File: src/stop_wake_wdt_map.vh
// stop recovery and watchdog block: register map, fields, reset values, timings
// assumes inclusion by each design file that needs a constant
`ifndef STOP_WAKE_WDT_MAP_VH
`define STOP_WAKE_WDT_MAP_VH

// ----------------------------------------------------------------
// apb map
// ----------------------------------------------------------------
`define ADDR_LOW_W 8
`define ADDR_STOP_RECOV 8'h00
`define ADDR_WDOG_MODE 8'h04
`define ADDR_WDOG_CTRL 8'h08
`define ADDR_IRQ_STATUS 8'h0C
`define ADDR_IRQ_MASK 8'h10

// ----------------------------------------------------------------
// stop_recovery_control fields
// ----------------------------------------------------------------
`define WAKE_SRC_HI 4
`define WAKE_SRC_LO 2
`define WAKE_DELAY_BIT 5
`define WAKE_LEVEL_BIT 6
`define WARM_START_BIT 7
`define STOP_RECOV_RST 8'h20
`define WAKE_RESET_ONLY 3'h0
`define WAKE_PORT3_BIT1 3'h2
`define WAKE_PORT3_BIT2 3'h3
`define WAKE_PORT3_BIT3 3'h4
`define WAKE_PORT2_BIT7 3'h5
`define WAKE_NOR_LOW 3'h6
`define WAKE_NOR_ALL 3'h7

// ----------------------------------------------------------------
// watchdog_mode and watchdog control fields
// ----------------------------------------------------------------
`define WDOG_TIME_HI 1
`define WDOG_TIME_LO 0
`define WDOG_HALT_BIT 2
`define WDOG_STOP_BIT 3
`define WDOG_MODE_RST 8'h0D
`define WDOG_EN_BIT 0
`define WDOG_KICK_BIT 1

// ----------------------------------------------------------------
// interrupt status bits
// ----------------------------------------------------------------
`define IRQ_W 3
`define IRQ_WAKE_BIT 0
`define IRQ_WDOG_BIT 1
`define IRQ_BROWNOUT_BIT 2

// ----------------------------------------------------------------
// one-time option bits
// ----------------------------------------------------------------
`define OTP_W 7
`define OTP_PULLUP_HI 4
`define OTP_PROTECT_BIT 5
`define OTP_WDOG_AT_POR_BIT 6

// ----------------------------------------------------------------
// timing
// ----------------------------------------------------------------
`define REF_CLK_MHZ 5'h19
`define US_PER_MS 17'h003E8
`define WDOG_TO0_MS 17'h00005
`define WDOG_TO1_MS 17'h0000A
`define WDOG_TO2_MS 17'h00014
`define WDOG_TO3_MS 17'h00050
`define WDOG_CNT_W 17
`define DELAY_CNT_W 20
`define SHORT_RST_CLKS 20'h00012
`define POR_DELAY_DEFAULT 20'h00190

`endif

File: src/stop_wake_wdt_ctrl.v
// stop-mode wake, watchdog and brown-out reset control with apb registers
// assumes all pins synchronous to ref_clk; rcTick pulses once per microsecond
// of the internal rc oscillator; reset pin is open drain, driven low only
//
// Chosen here: the placing of the registers and the APB slave port.
`timescale 1ns/1ns
`include "stop_wake_wdt_map.vh"

module stop_wake_wdt_ctrl #(
    parameter [`DELAY_CNT_W-1:0] POR_DELAY_CYCLES = `POR_DELAY_DEFAULT,
    parameter [`WDOG_CNT_W-1:0] WDOG_US0 = `WDOG_TO0_MS * `US_PER_MS,
    parameter [`WDOG_CNT_W-1:0] WDOG_US1 = `WDOG_TO1_MS * `US_PER_MS,
    parameter [`WDOG_CNT_W-1:0] WDOG_US2 = `WDOG_TO2_MS * `US_PER_MS,
    parameter [`WDOG_CNT_W-1:0] WDOG_US3 = `WDOG_TO3_MS * `US_PER_MS
) (
    input wire ref_clk,
    input wire srst,
    input wire [31:0] paddr,
    input wire psel,
    input wire penable,
    input wire pwrite,
    input wire [31:0] pwdata,
    output reg [31:0] prdata_q,
    output reg pready_q,
    output reg pslverr_q,
    input wire port3Bit1Pin,
    input wire port3Bit2Pin,
    input wire port3Bit3Pin,
    input wire [7:0] port2Pins,
    input wire [7:0] port2IsInput,
    input wire stopReq,
    input wire haltMode,
    input wire rcTick,
    input wire watchdogTimerClearEnable,
    input wire shortResetClearEnable,
    input wire belowBrownout,
    input wire extResetN,
    input wire [`OTP_W-1:0] otpOptions,
    output reg sysReset_q,
    output reg stopMode_q,
    output reg resetPinOut_q,
    output reg resetPinOe_q,
    output reg [`OTP_PULLUP_HI:0] pullupEn_q,
    output reg readProtect_q,
    output reg irq_q
);
    // ----------------------------------------------------------------
    // states
    // ----------------------------------------------------------------
    localparam [2:0] ST_POR = 3'h0;
    localparam [2:0] ST_SHORT = 3'h1;
    localparam [2:0] ST_RUN = 3'h2;
    localparam [2:0] ST_STOP = 3'h3;
    localparam [2:0] ST_WAKEDLY = 3'h4;
    localparam [7:0] STOP_RECOV_INIT = `STOP_RECOV_RST;
    localparam [7:0] WDOG_MODE_INIT = `WDOG_MODE_RST;

    reg [2:0] state_q;
    reg [2:0] state_d;
    reg goWarm;
    reg goCold;
    reg [`WAKE_LEVEL_BIT:`WAKE_SRC_LO] stopRecov_q;
    reg warmStart_q;
    reg [`WDOG_STOP_BIT:0] wdogMode_q;
    reg wdogOn_q;
    reg optWdog_q;
    reg otpLoaded_q;
    reg [`IRQ_W-1:0] irqStatus_q;
    reg [`IRQ_W-1:0] irqMask_q;
    reg brownPrev_q;
    reg [4:0] usDiv_q;
    reg srcLevel;
    reg srcValid;
    reg [31:0] rdData;
    reg rdHit;
    reg [`WDOG_CNT_W-1:0] wdogLimit;

    wire [1:0] clrRise;
    wire wdogDone;
    wire delayDone;
    wire delayClear;
    wire [`DELAY_CNT_W-1:0] delayLimit;
    wire [2:0] wakeCode;
    wire [7:0] port2Eff;
    wire wakeHit;
    wire extRstSeen;
    wire usTick;
    wire wdogStep;
    wire wdogActive;
    wire wdogExpire;
    wire wdogClear;
    wire addrOk;
    wire wrFire;
    wire kickWrite;
    wire [`IRQ_W-1:0] irqEvents;

    // ----------------------------------------------------------------
    // edge detect of the two clear inputs
    // ----------------------------------------------------------------
    rise_detect #(
        .W(2)
    ) u_clr_rise (
        .ref_clk(ref_clk),
        .srst(srst),
        .level({shortResetClearEnable, watchdogTimerClearEnable}),
        .rise(clrRise)
    );

    // ----------------------------------------------------------------
    // wake source selection
    // ----------------------------------------------------------------
    assign wakeCode = stopRecov_q[`WAKE_SRC_HI:`WAKE_SRC_LO];
    assign port2Eff = port2Pins & port2IsInput;

    always @* begin
        srcValid = 1'b1;
        case (wakeCode)
            `WAKE_PORT3_BIT1: srcLevel = port3Bit1Pin;
            `WAKE_PORT3_BIT2: srcLevel = port3Bit2Pin;
            `WAKE_PORT3_BIT3: srcLevel = port3Bit3Pin;
            `WAKE_PORT2_BIT7: srcLevel = port2Pins[7];
            `WAKE_NOR_LOW: srcLevel = ~|port2Eff[3:0];
            `WAKE_NOR_ALL: srcLevel = ~|port2Eff;
            default: begin
                srcLevel = 1'b0;
                srcValid = 1'b0;
            end
        endcase
    end

    // level compare; a fast wake relies on the source staying active
    assign wakeHit = srcValid && (srcLevel == stopRecov_q[`WAKE_LEVEL_BIT]);

    // own pin drive is not an external reset
    assign extRstSeen = !extResetN && !resetPinOe_q;

    // ----------------------------------------------------------------
    // watchdog
    // ----------------------------------------------------------------
    assign usTick = (usDiv_q == (`REF_CLK_MHZ - 5'h01));
    assign wdogStep = (state_q == ST_STOP) ? rcTick : usTick;
    assign wdogActive = wdogOn_q
        && !(haltMode && !wdogMode_q[`WDOG_HALT_BIT])
        && !((state_q == ST_STOP) && !wdogMode_q[`WDOG_STOP_BIT]);
    assign kickWrite = wrFire && (paddr[`ADDR_LOW_W-1:0] == `ADDR_WDOG_CTRL) && pwdata[`WDOG_KICK_BIT];
    assign wdogClear = clrRise[0] || kickWrite || ((state_q != ST_RUN) && (state_q != ST_STOP));
    assign wdogExpire = wdogDone && ((state_q == ST_RUN) || (state_q == ST_STOP));

    always @* begin
        case (wdogMode_q[`WDOG_TIME_HI:`WDOG_TIME_LO])
            2'h0: wdogLimit = WDOG_US0;
            2'h1: wdogLimit = WDOG_US1;
            2'h2: wdogLimit = WDOG_US2;
            default: wdogLimit = WDOG_US3;
        endcase
    end

    interval_counter #(
        .W(`WDOG_CNT_W)
    ) u_wdog_cnt (
        .ref_clk(ref_clk),
        .srst(srst),
        .clear(wdogClear),
        .step(wdogActive && wdogStep),
        .limit(wdogLimit),
        .done_q(wdogDone)
    );

    always @(posedge ref_clk) begin
        if (srst || usTick) begin
            usDiv_q <= 5'h00;
        end else begin
            usDiv_q <= usDiv_q + 5'h01;
        end
    end

    // ----------------------------------------------------------------
    // reset sequencer
    // ----------------------------------------------------------------
    always @* begin
        state_d = state_q;
        goWarm = 1'b0;
        goCold = 1'b0;
        if (belowBrownout) begin
            state_d = ST_POR;
            goCold = 1'b1;
        end else if (wdogExpire) begin
            state_d = ST_POR;
            goCold = 1'b1;
        end else if (clrRise[1]) begin
            state_d = ST_SHORT;
            goCold = 1'b1;
        end else if (extRstSeen && ((state_q != ST_STOP) || (wakeCode == `WAKE_RESET_ONLY))) begin
            state_d = ST_SHORT;
            goCold = 1'b1;
        end else begin
            case (state_q)
                ST_POR, ST_SHORT, ST_WAKEDLY: begin
                    if (delayDone) begin
                        state_d = ST_RUN;
                    end
                end
                ST_RUN: begin
                    if (stopReq) begin
                        state_d = ST_STOP;
                    end
                end
                ST_STOP: begin
                    if (wakeHit) begin
                        goWarm = 1'b1;
                        if (stopRecov_q[`WAKE_DELAY_BIT]) begin
                            state_d = ST_WAKEDLY;
                        end else begin
                            state_d = ST_SHORT;
                        end
                    end
                end
                default: begin
                    state_d = ST_POR;
                end
            endcase
        end
    end

    assign delayLimit = (state_q == ST_SHORT) ? `SHORT_RST_CLKS : POR_DELAY_CYCLES;
    // restart on each entry; held clear while brown-out or external reset lasts
    assign delayClear = (state_d != state_q) || belowBrownout || extRstSeen;

    interval_counter #(
        .W(`DELAY_CNT_W)
    ) u_delay_cnt (
        .ref_clk(ref_clk),
        .srst(srst),
        .clear(delayClear),
        .step(1'b1),
        .limit(delayLimit),
        .done_q(delayDone)
    );

    always @(posedge ref_clk) begin
        if (srst) begin
            state_q <= ST_POR;
            sysReset_q <= 1'b1;
            stopMode_q <= 1'b0;
            resetPinOut_q <= 1'b0;
            resetPinOe_q <= 1'b0;
            warmStart_q <= 1'b0;
            wdogOn_q <= 1'b0;
            brownPrev_q <= 1'b0;
        end else begin
            state_q <= state_d;
            sysReset_q <= (state_d != ST_RUN) && (state_d != ST_STOP);
            stopMode_q <= (state_d == ST_STOP);
            resetPinOe_q <= (state_d == ST_POR) && !belowBrownout;
            brownPrev_q <= belowBrownout;
            if (goWarm) begin
                warmStart_q <= 1'b1;
            end else if (goCold) begin
                warmStart_q <= 1'b0;
            end
            if (goCold) begin
                wdogOn_q <= 1'b0;
            end else if ((state_q == ST_POR) && (state_d == ST_RUN)) begin
                wdogOn_q <= optWdog_q;
            end else if (clrRise[0] || (wrFire && (paddr[`ADDR_LOW_W-1:0] == `ADDR_WDOG_CTRL)
                    && pwdata[`WDOG_EN_BIT])) begin
                wdogOn_q <= 1'b1;
            end
        end
    end

    // ----------------------------------------------------------------
    // one-time options, caught after reset release
    // ----------------------------------------------------------------
    always @(posedge ref_clk) begin
        if (srst) begin
            otpLoaded_q <= 1'b0;
            pullupEn_q <= {(`OTP_PULLUP_HI + 1){1'b0}};
            readProtect_q <= 1'b0;
            optWdog_q <= 1'b0;
        end else if (!otpLoaded_q) begin
            otpLoaded_q <= 1'b1;
            pullupEn_q <= otpOptions[`OTP_PULLUP_HI:0];
            readProtect_q <= otpOptions[`OTP_PROTECT_BIT];
            optWdog_q <= otpOptions[`OTP_WDOG_AT_POR_BIT];
        end
    end

    // ----------------------------------------------------------------
    // apb slave, one wait state
    // ----------------------------------------------------------------
    assign addrOk = (paddr[31:`ADDR_LOW_W] == {(32 - `ADDR_LOW_W){1'b0}}) && rdHit;
    assign wrFire = psel && penable && pwrite && pready_q && !pslverr_q;
    assign irqEvents = {belowBrownout && !brownPrev_q, wdogExpire, goWarm};

    always @* begin
        rdData = 32'h00000000;
        rdHit = 1'b1;
        case (paddr[`ADDR_LOW_W-1:0])
            `ADDR_STOP_RECOV: begin
                rdData[`WARM_START_BIT] = warmStart_q;
                rdData[`WAKE_LEVEL_BIT:`WAKE_SRC_LO] = stopRecov_q;
            end
            `ADDR_WDOG_MODE: rdData[`WDOG_STOP_BIT:0] = wdogMode_q;
            `ADDR_WDOG_CTRL: rdData[`WDOG_EN_BIT] = wdogOn_q;
            `ADDR_IRQ_STATUS: rdData[`IRQ_W-1:0] = irqStatus_q;
            `ADDR_IRQ_MASK: rdData[`IRQ_W-1:0] = irqMask_q;
            default: rdHit = 1'b0;
        endcase
    end

    always @(posedge ref_clk) begin
        if (srst) begin
            pready_q <= 1'b0;
            pslverr_q <= 1'b0;
            prdata_q <= 32'h00000000;
        end else if (psel && penable && !pready_q) begin
            pready_q <= 1'b1;
            pslverr_q <= !addrOk;
            prdata_q <= (addrOk && !pwrite) ? rdData : 32'h00000000;
        end else begin
            pready_q <= 1'b0;
            pslverr_q <= 1'b0;
        end
    end

    // ----------------------------------------------------------------
    // software registers and interrupt
    // ----------------------------------------------------------------
    always @(posedge ref_clk) begin
        if (srst) begin
            stopRecov_q <= STOP_RECOV_INIT[`WAKE_LEVEL_BIT:`WAKE_SRC_LO];
            wdogMode_q <= WDOG_MODE_INIT[`WDOG_STOP_BIT:0];
            irqMask_q <= {`IRQ_W{1'b0}};
            irqStatus_q <= {`IRQ_W{1'b0}};
            irq_q <= 1'b0;
        end else begin
            if (wrFire && (paddr[`ADDR_LOW_W-1:0] == `ADDR_STOP_RECOV)) begin
                stopRecov_q <= pwdata[`WAKE_LEVEL_BIT:`WAKE_SRC_LO];
            end
            if (wrFire && (paddr[`ADDR_LOW_W-1:0] == `ADDR_WDOG_MODE)) begin
                wdogMode_q <= pwdata[`WDOG_STOP_BIT:0];
            end
            if (wrFire && (paddr[`ADDR_LOW_W-1:0] == `ADDR_IRQ_MASK)) begin
                irqMask_q <= pwdata[`IRQ_W-1:0];
            end
            // new events win over a write-one clear in the same cycle
            if (wrFire && (paddr[`ADDR_LOW_W-1:0] == `ADDR_IRQ_STATUS)) begin
                irqStatus_q <= (irqStatus_q & ~pwdata[`IRQ_W-1:0]) | irqEvents;
            end else begin
                irqStatus_q <= irqStatus_q | irqEvents;
            end
            irq_q <= |(irqStatus_q & irqMask_q);
        end
    end
endmodule // stop_wake_wdt_ctrl

File: src/rise_detect.v
// rising-edge detector for a group of synchronous inputs
// assumes inputs already synchronous to ref_clk
`timescale 1ns/1ns

module rise_detect #(
    parameter W = 1
) (
    input wire ref_clk,
    input wire srst,
    input wire [W-1:0] level,
    output wire [W-1:0] rise
);
    reg [W-1:0] prev_q;

    always @(posedge ref_clk) begin
        if (srst) begin
            prev_q <= {W{1'b0}};
        end else begin
            prev_q <= level;
        end
    end

    assign rise = level & ~prev_q;
endmodule // rise_detect

File: src/interval_counter.v
// up-counter that flags when a programmable limit is reached
// assumes clear and step are synchronous; done holds until clear
`timescale 1ns/1ns

module interval_counter #(
    parameter W = 8
) (
    input wire ref_clk,
    input wire srst,
    input wire clear,
    input wire step,
    input wire [W-1:0] limit,
    output reg done_q
);
    reg [W-1:0] cnt_q;

    always @(posedge ref_clk) begin
        if (srst || clear) begin
            cnt_q <= {W{1'b0}};
            done_q <= 1'b0;
        end else if (step && !done_q) begin
            cnt_q <= cnt_q + 1'b1;
            done_q <= ((cnt_q + 1'b1) == limit);
        end
    end
endmodule // interval_counter

File: config.mk
export PLATFORM = sky130hd
export DESIGN_NAME = stop_wake_wdt_ctrl
export DESIGN_NICKNAME = d
export VERILOG_FILES = /design/src/stop_wake_wdt_ctrl.v /design/src/rise_detect.v /design/src/interval_counter.v
export VERILOG_INCLUDE_DIRS = /design/src /design/src/src
export SDC_FILE = /design/constraint.sdc
export NUM_CORES = 1
export LEC_CHECK = 0
export ABC_CLOCK_PERIOD_IN_PS = 3100
export BUFFER_PORTS_ARGS = -buffer_cell sky130_fd_sc_hd__buf_2
export CAP_MARGIN = 20
export CORE_MARGIN = 4
export CORE_UTILIZATION = 30
export CTS_BUF_LIST = sky130_fd_sc_hd__clkbuf_4
export CTS_CLUSTER_SIZE = 8
export DETAILED_ROUTE_END_ITERATION = 10
export GPL_TIMING_DRIVEN = 1
export HOLD_SLACK_MARGIN = 0.02
export PLACE_DENSITY = 0.58
export SYNTH_ARGS = -nofsm -noshare
export SYNTH_HDL_FRONTEND = slang
export SYNTH_SLANG_ARGS = --single-unit
File: constraint.sdc
create_clock -name ref_clk -period 3.1 [get_ports ref_clk]
set_clock_uncertainty 0.05 [all_clocks]
set_input_delay 0.155 -clock ref_clk [delete_from_list [all_inputs] [get_ports ref_clk]]
set_output_delay 0.155 -clock ref_clk [all_outputs]
set_load 0.02 [all_outputs]
==> metrics.md <==
| Metric | Value |
|---|---|
| Clk slew on worst S/H paths | 0.15 ns |
| Sequential fraction of the synthesis area | 0.356 |
| Core Region | approximately 16000 sq um |
| CP endpoint kind | flip-flop |
| Pins Over Slew Limit | 0 |
| Die W | between 100 and 150 um |
| RSZ-0062 raised after global routing | no |
| Worst path max stage delay | 0.59 ns |
| Mapped Area | 5010 sq um |
| Vias | 4393 |
| Synth async-reset ratio | 0 |
| Final setup viols | 0 |
| Vias in the first global route | 4164 |
| Area contributors post-synth | dfxtp_1, nor2_1, mux2i_1 |
| Crit path max fanout | 4 |
| EDFF count, synth | 0 |
| FF-to-FF End | u_delay_cnt.cnt_q[17]$_SDFFE_PP0N_ |
| #FFs+latches synth | slightly below 90 |
| Status | completed |
| Area delta synth->final | 18.5% |
| Post-Syn Instances | 613 |
| Pleak | approximately 2.3 nW |
| Largest net degree at the start of global routing | 38 |
| Area of the multi-input gates | around 3000 sq um |
| Reg2reg path depth | 8 |
| H-tree depth | 3 |
| Iter 0 DRT Violations | 198 |
| Number of post-CTS setup repair buffers | 0 |
| Worst min path class | input pin to flip-flop |
| Power per cell area | ~350 nW/um^2 |
| Crit Reg-Reg Startpoint | state_q[2]$_SDFF_PP0_ |
| Num CTS Buffers | 9 |
| Final wirelength | 11900 um |
| Area after DPL | roughly 5600 sq um |
| Post-synth cell types | between 60 and 70 |
| DPL Wire Length | just under 9000 um |
| Tot GR Track Use | 0.131 |
| Period minus WS final | ~2.8 ns |
| I/O pin count | around 150 |
| Cell taking the most area after synthesis | dfxtp_1 |
| Drc violations | 0 |
| Slew @ Worst Pin | ~0.76 ns |
| Crit path kind | input pin to flip-flop |
| Mean post-synth cell area | 8.17 sq um |
| FF+latch area | between 1500 and 2000 sq um |
| Post-DRT Antenna Nets | 0 |
| Synthesis Warnings | 0 |
| Setup slack, reg-to-reg | about 0.48 ns |
| Cell family contributing the most delay on the critical path | buffers and inverters |
| FMAX | between 300 and 400 MHz |
| Fraction of layout cells with a size suffix above 1 | 0.191 |
| Peak VDD IR | roughly 0.15 mV |
| Critical Path Sink | prdata_q[7]$_SDFFE_PP0P_ |
| Crit-path cells | dlygate4sd3_1 > buf_2 > nor4_1 > dlygate4sd3_1 > nand2_1 > dlygate4sd3_1 > a211oi_2 > nand2_1 > nor3_2 > a22oi_1 > nor2_1 |
| CP arrival | approximately 3.2 ns |
| DR vias/cell | between 4 and 5 |
| Final Hold Vio Count | 0 |
| Final period util | 0.917 |
| Antenna violations before repair | 1 |
| Setup TNS | 0 ns |
| Setup crit start | paddr[18] |
| Initial DRT Pass Iterations | 5 |
| GRT Residual Overflow | 0 |
| Row cnt | 46 |
| Max_slew headroom | 0.489 |
| CTS sink count | slightly below 90 |
| Crit path buffers/inverters | 4 |
| Startpoint Class | input pin |
| Most used flip-flop cell after synthesis | dfxtp_1 |
| First-pass GRT wire length | 19900 um |
| Clock Tree Root | clkbuf_4 |
| Port Buf Inserts | 96 |
| Max-cap viol count | 0 |
| Total power | between 0.002 and 0.0025 W |
| Top cell by count, worst path | dlygate4sd3_1 |
| DR WL/cell | 12.7 um |
| Yosys top cell area share | 0.356 |
| Die area | roughly 19000 sq um |
| RD Place Congestion | approximately 0.80 |
| Max Buffers Root-to-Sink | 2 |
| Initial core utilization | 0.311 |
| Clock Latency Late Sink | 0.46 ns |
| CTS tree | done |
| Crit path depth | 11 |
| Die H | approximately 140 um |
| Slowest cell on crit path | dlygate4sd3_1 |
| # nets final | 823 |
| Fill cells | around 1700 |
| Final instance area | 5930 sq um |
| WP data required | between 3 and 4 ns |
-- where the power goes --
part	internal (W)	total [W]	switching (W)
registers	0.00116	0.00118	0.0000151
logic	0.0000863	0.000193	0.000107
clock network	0.000272	0.000680	0.000409
-- worst reg2reg max path, stage by stage, from the launching register on --
cell and delay (ns):
dfxtp_1 0.55, and2b_1 0.28, a21oi_1 0.29, o211ai_2 0.25
mux2_2 0.28, a21oi_1 0.03, or4b_1 0.48, buf_4 0.23
nor2_1 0.13
-- routing by layer --
metal  wire (um)  GRT usage  part of all wire
met1        5640      0.170              0.47
met2        5500      0.211              0.46
met3         591     0.0373             0.050
met4         144     0.0394             0.012
met5           0          0                 0
-- kinds of logic (layout without fill, tap and decap cells) --
group / count (synthesis) / after routing / synth area share
buffers and inverters: 75 / 155 / 0.0779
muxes: 33 / 33 / 0.0679
AOI/OAI and AO/OA: 73 / 73 / 0.102
and+or+nand+nor: 278 / 278 / 0.275
DFF: 89 / 89 / 0.356
other: 1 / 26 / 0.000749
xor gates and xnor gates: 55 / 55 / 0.0977
adders and majority gates: 9 / 9 / 0.0225
-- placed cells by master, fill, tap and decap left out, types with 5 or more instances in the layout --
master | Yosys | routed
xnor2_1 | 24 | 24
nor4_1 | 15 | 15
nand2b_1 | 6 | 6
mux2i_1 | 28 | 28
buf_2 | 5 | 96
nand4_1 | 20 | 20
a22oi_1 | 5 | 5
buf_4 | 27 | 6
inv_1 | 15 | 15
nor3_1 | 17 | 16
o21ai_0 | 12 | 12
nand2_1 | 40 | 40
nor2b_1 | 9 | 9
conb_1 | 1 | 25
clkbuf_4 | 0 | 11
ha_1 | 9 | 9
dlygate4sd3_1 | 0 | 22
xor2_1 | 30 | 30
nand3_1 | 25 | 25
nor2_1 | 108 | 108
dfxtp_1 | 89 | 89
and3_1 | 6 | 6
a21oi_1 | 18 | 18
-- timing repair --
item / CTS / global route
hold endpoints to repair: 29 / 0
endpoints found under the setup margin: 0 / 2
resized for setup: 0 / 1
hold buffers: 22 / 0
-- synthesized netlist by cell type (all sizes together) (5+ instances only) --
master,n
a22oi,5
nand3,25
ha,9
xnor2,25
nand4,20
nor2b,9
nor4,15
o31ai,5
nand2b,6
nand2,40
clkbuf,27
nor2,108
o21ai,12
o211ai,5
dfxtp,89
inv,15
a21oi,18
buf,33
mux2i,28
mux2,5
nor3,17
and3,6
xor2,30
-- layout make-up --
type	count	share of cell area
Timing Repair Buffer	124	0.126
Multi-Input combinational cell	473	0.494
Sequential cell	89	0.300
Antenna cell	1	0.000422
Tap cell	216	0.0455
Clock inverter	5	0.0108
Clock buffer	11	0.0139
Inverter	15	0.00949
-- worst min path at each step --
stage	start	end	slack, ns	depth (start not counted)
2_1_floorplan	pwdata[5]	stopRecov_q[5]$_SDFFE_PP1P_	0.23	2
3_3_place_gp	pwdata[5]	stopRecov_q[5]$_SDFFE_PP1P_	0.32	3
3_5_place_dp	pwdata[5]	stopRecov_q[5]$_SDFFE_PP1P_	0.34	3
4_1_cts	paddr[28]	pslverr_q$_SDFF_PP0_	0.02	5
5_1_grt	paddr[3]	irqStatus_q[0]$_SDFF_PP0_	0.06	4
6_report	paddr[28]	pslverr_q$_SDFF_PP0_	0.07	5
-- registers in the layout, summed over array words and instances (netlist names), 2 cells and up --
name / count
u_delay_cnt.cnt_q: 20
irqMask_q: 3
u_wdog_cnt.cnt_q: 17
prdata_q: 8
pullupEn_q: 5
irqStatus_q: 3
usDiv_q: 5
u_clr_rise.prev_q: 2
wdogMode_q: 4
stopRecov_q: 5
state_q: 3
-- metrics by stage --
stage	hold WS, ns	util	cells	setup slack (ns)
2_1_floorplan	0.230	-	637	0.675
3_3_place_gp	0.322	0.345	895	0.541
3_5_place_dp	0.337	0.345	895	0.533
4_1_cts	0.0219	0.368	933	0.274
5_1_grt	0.0564	0.368	934	0.173
6_report	0.0724	0.368	934	0.258
Note: power is estimated with default switching activity, not from simulation.
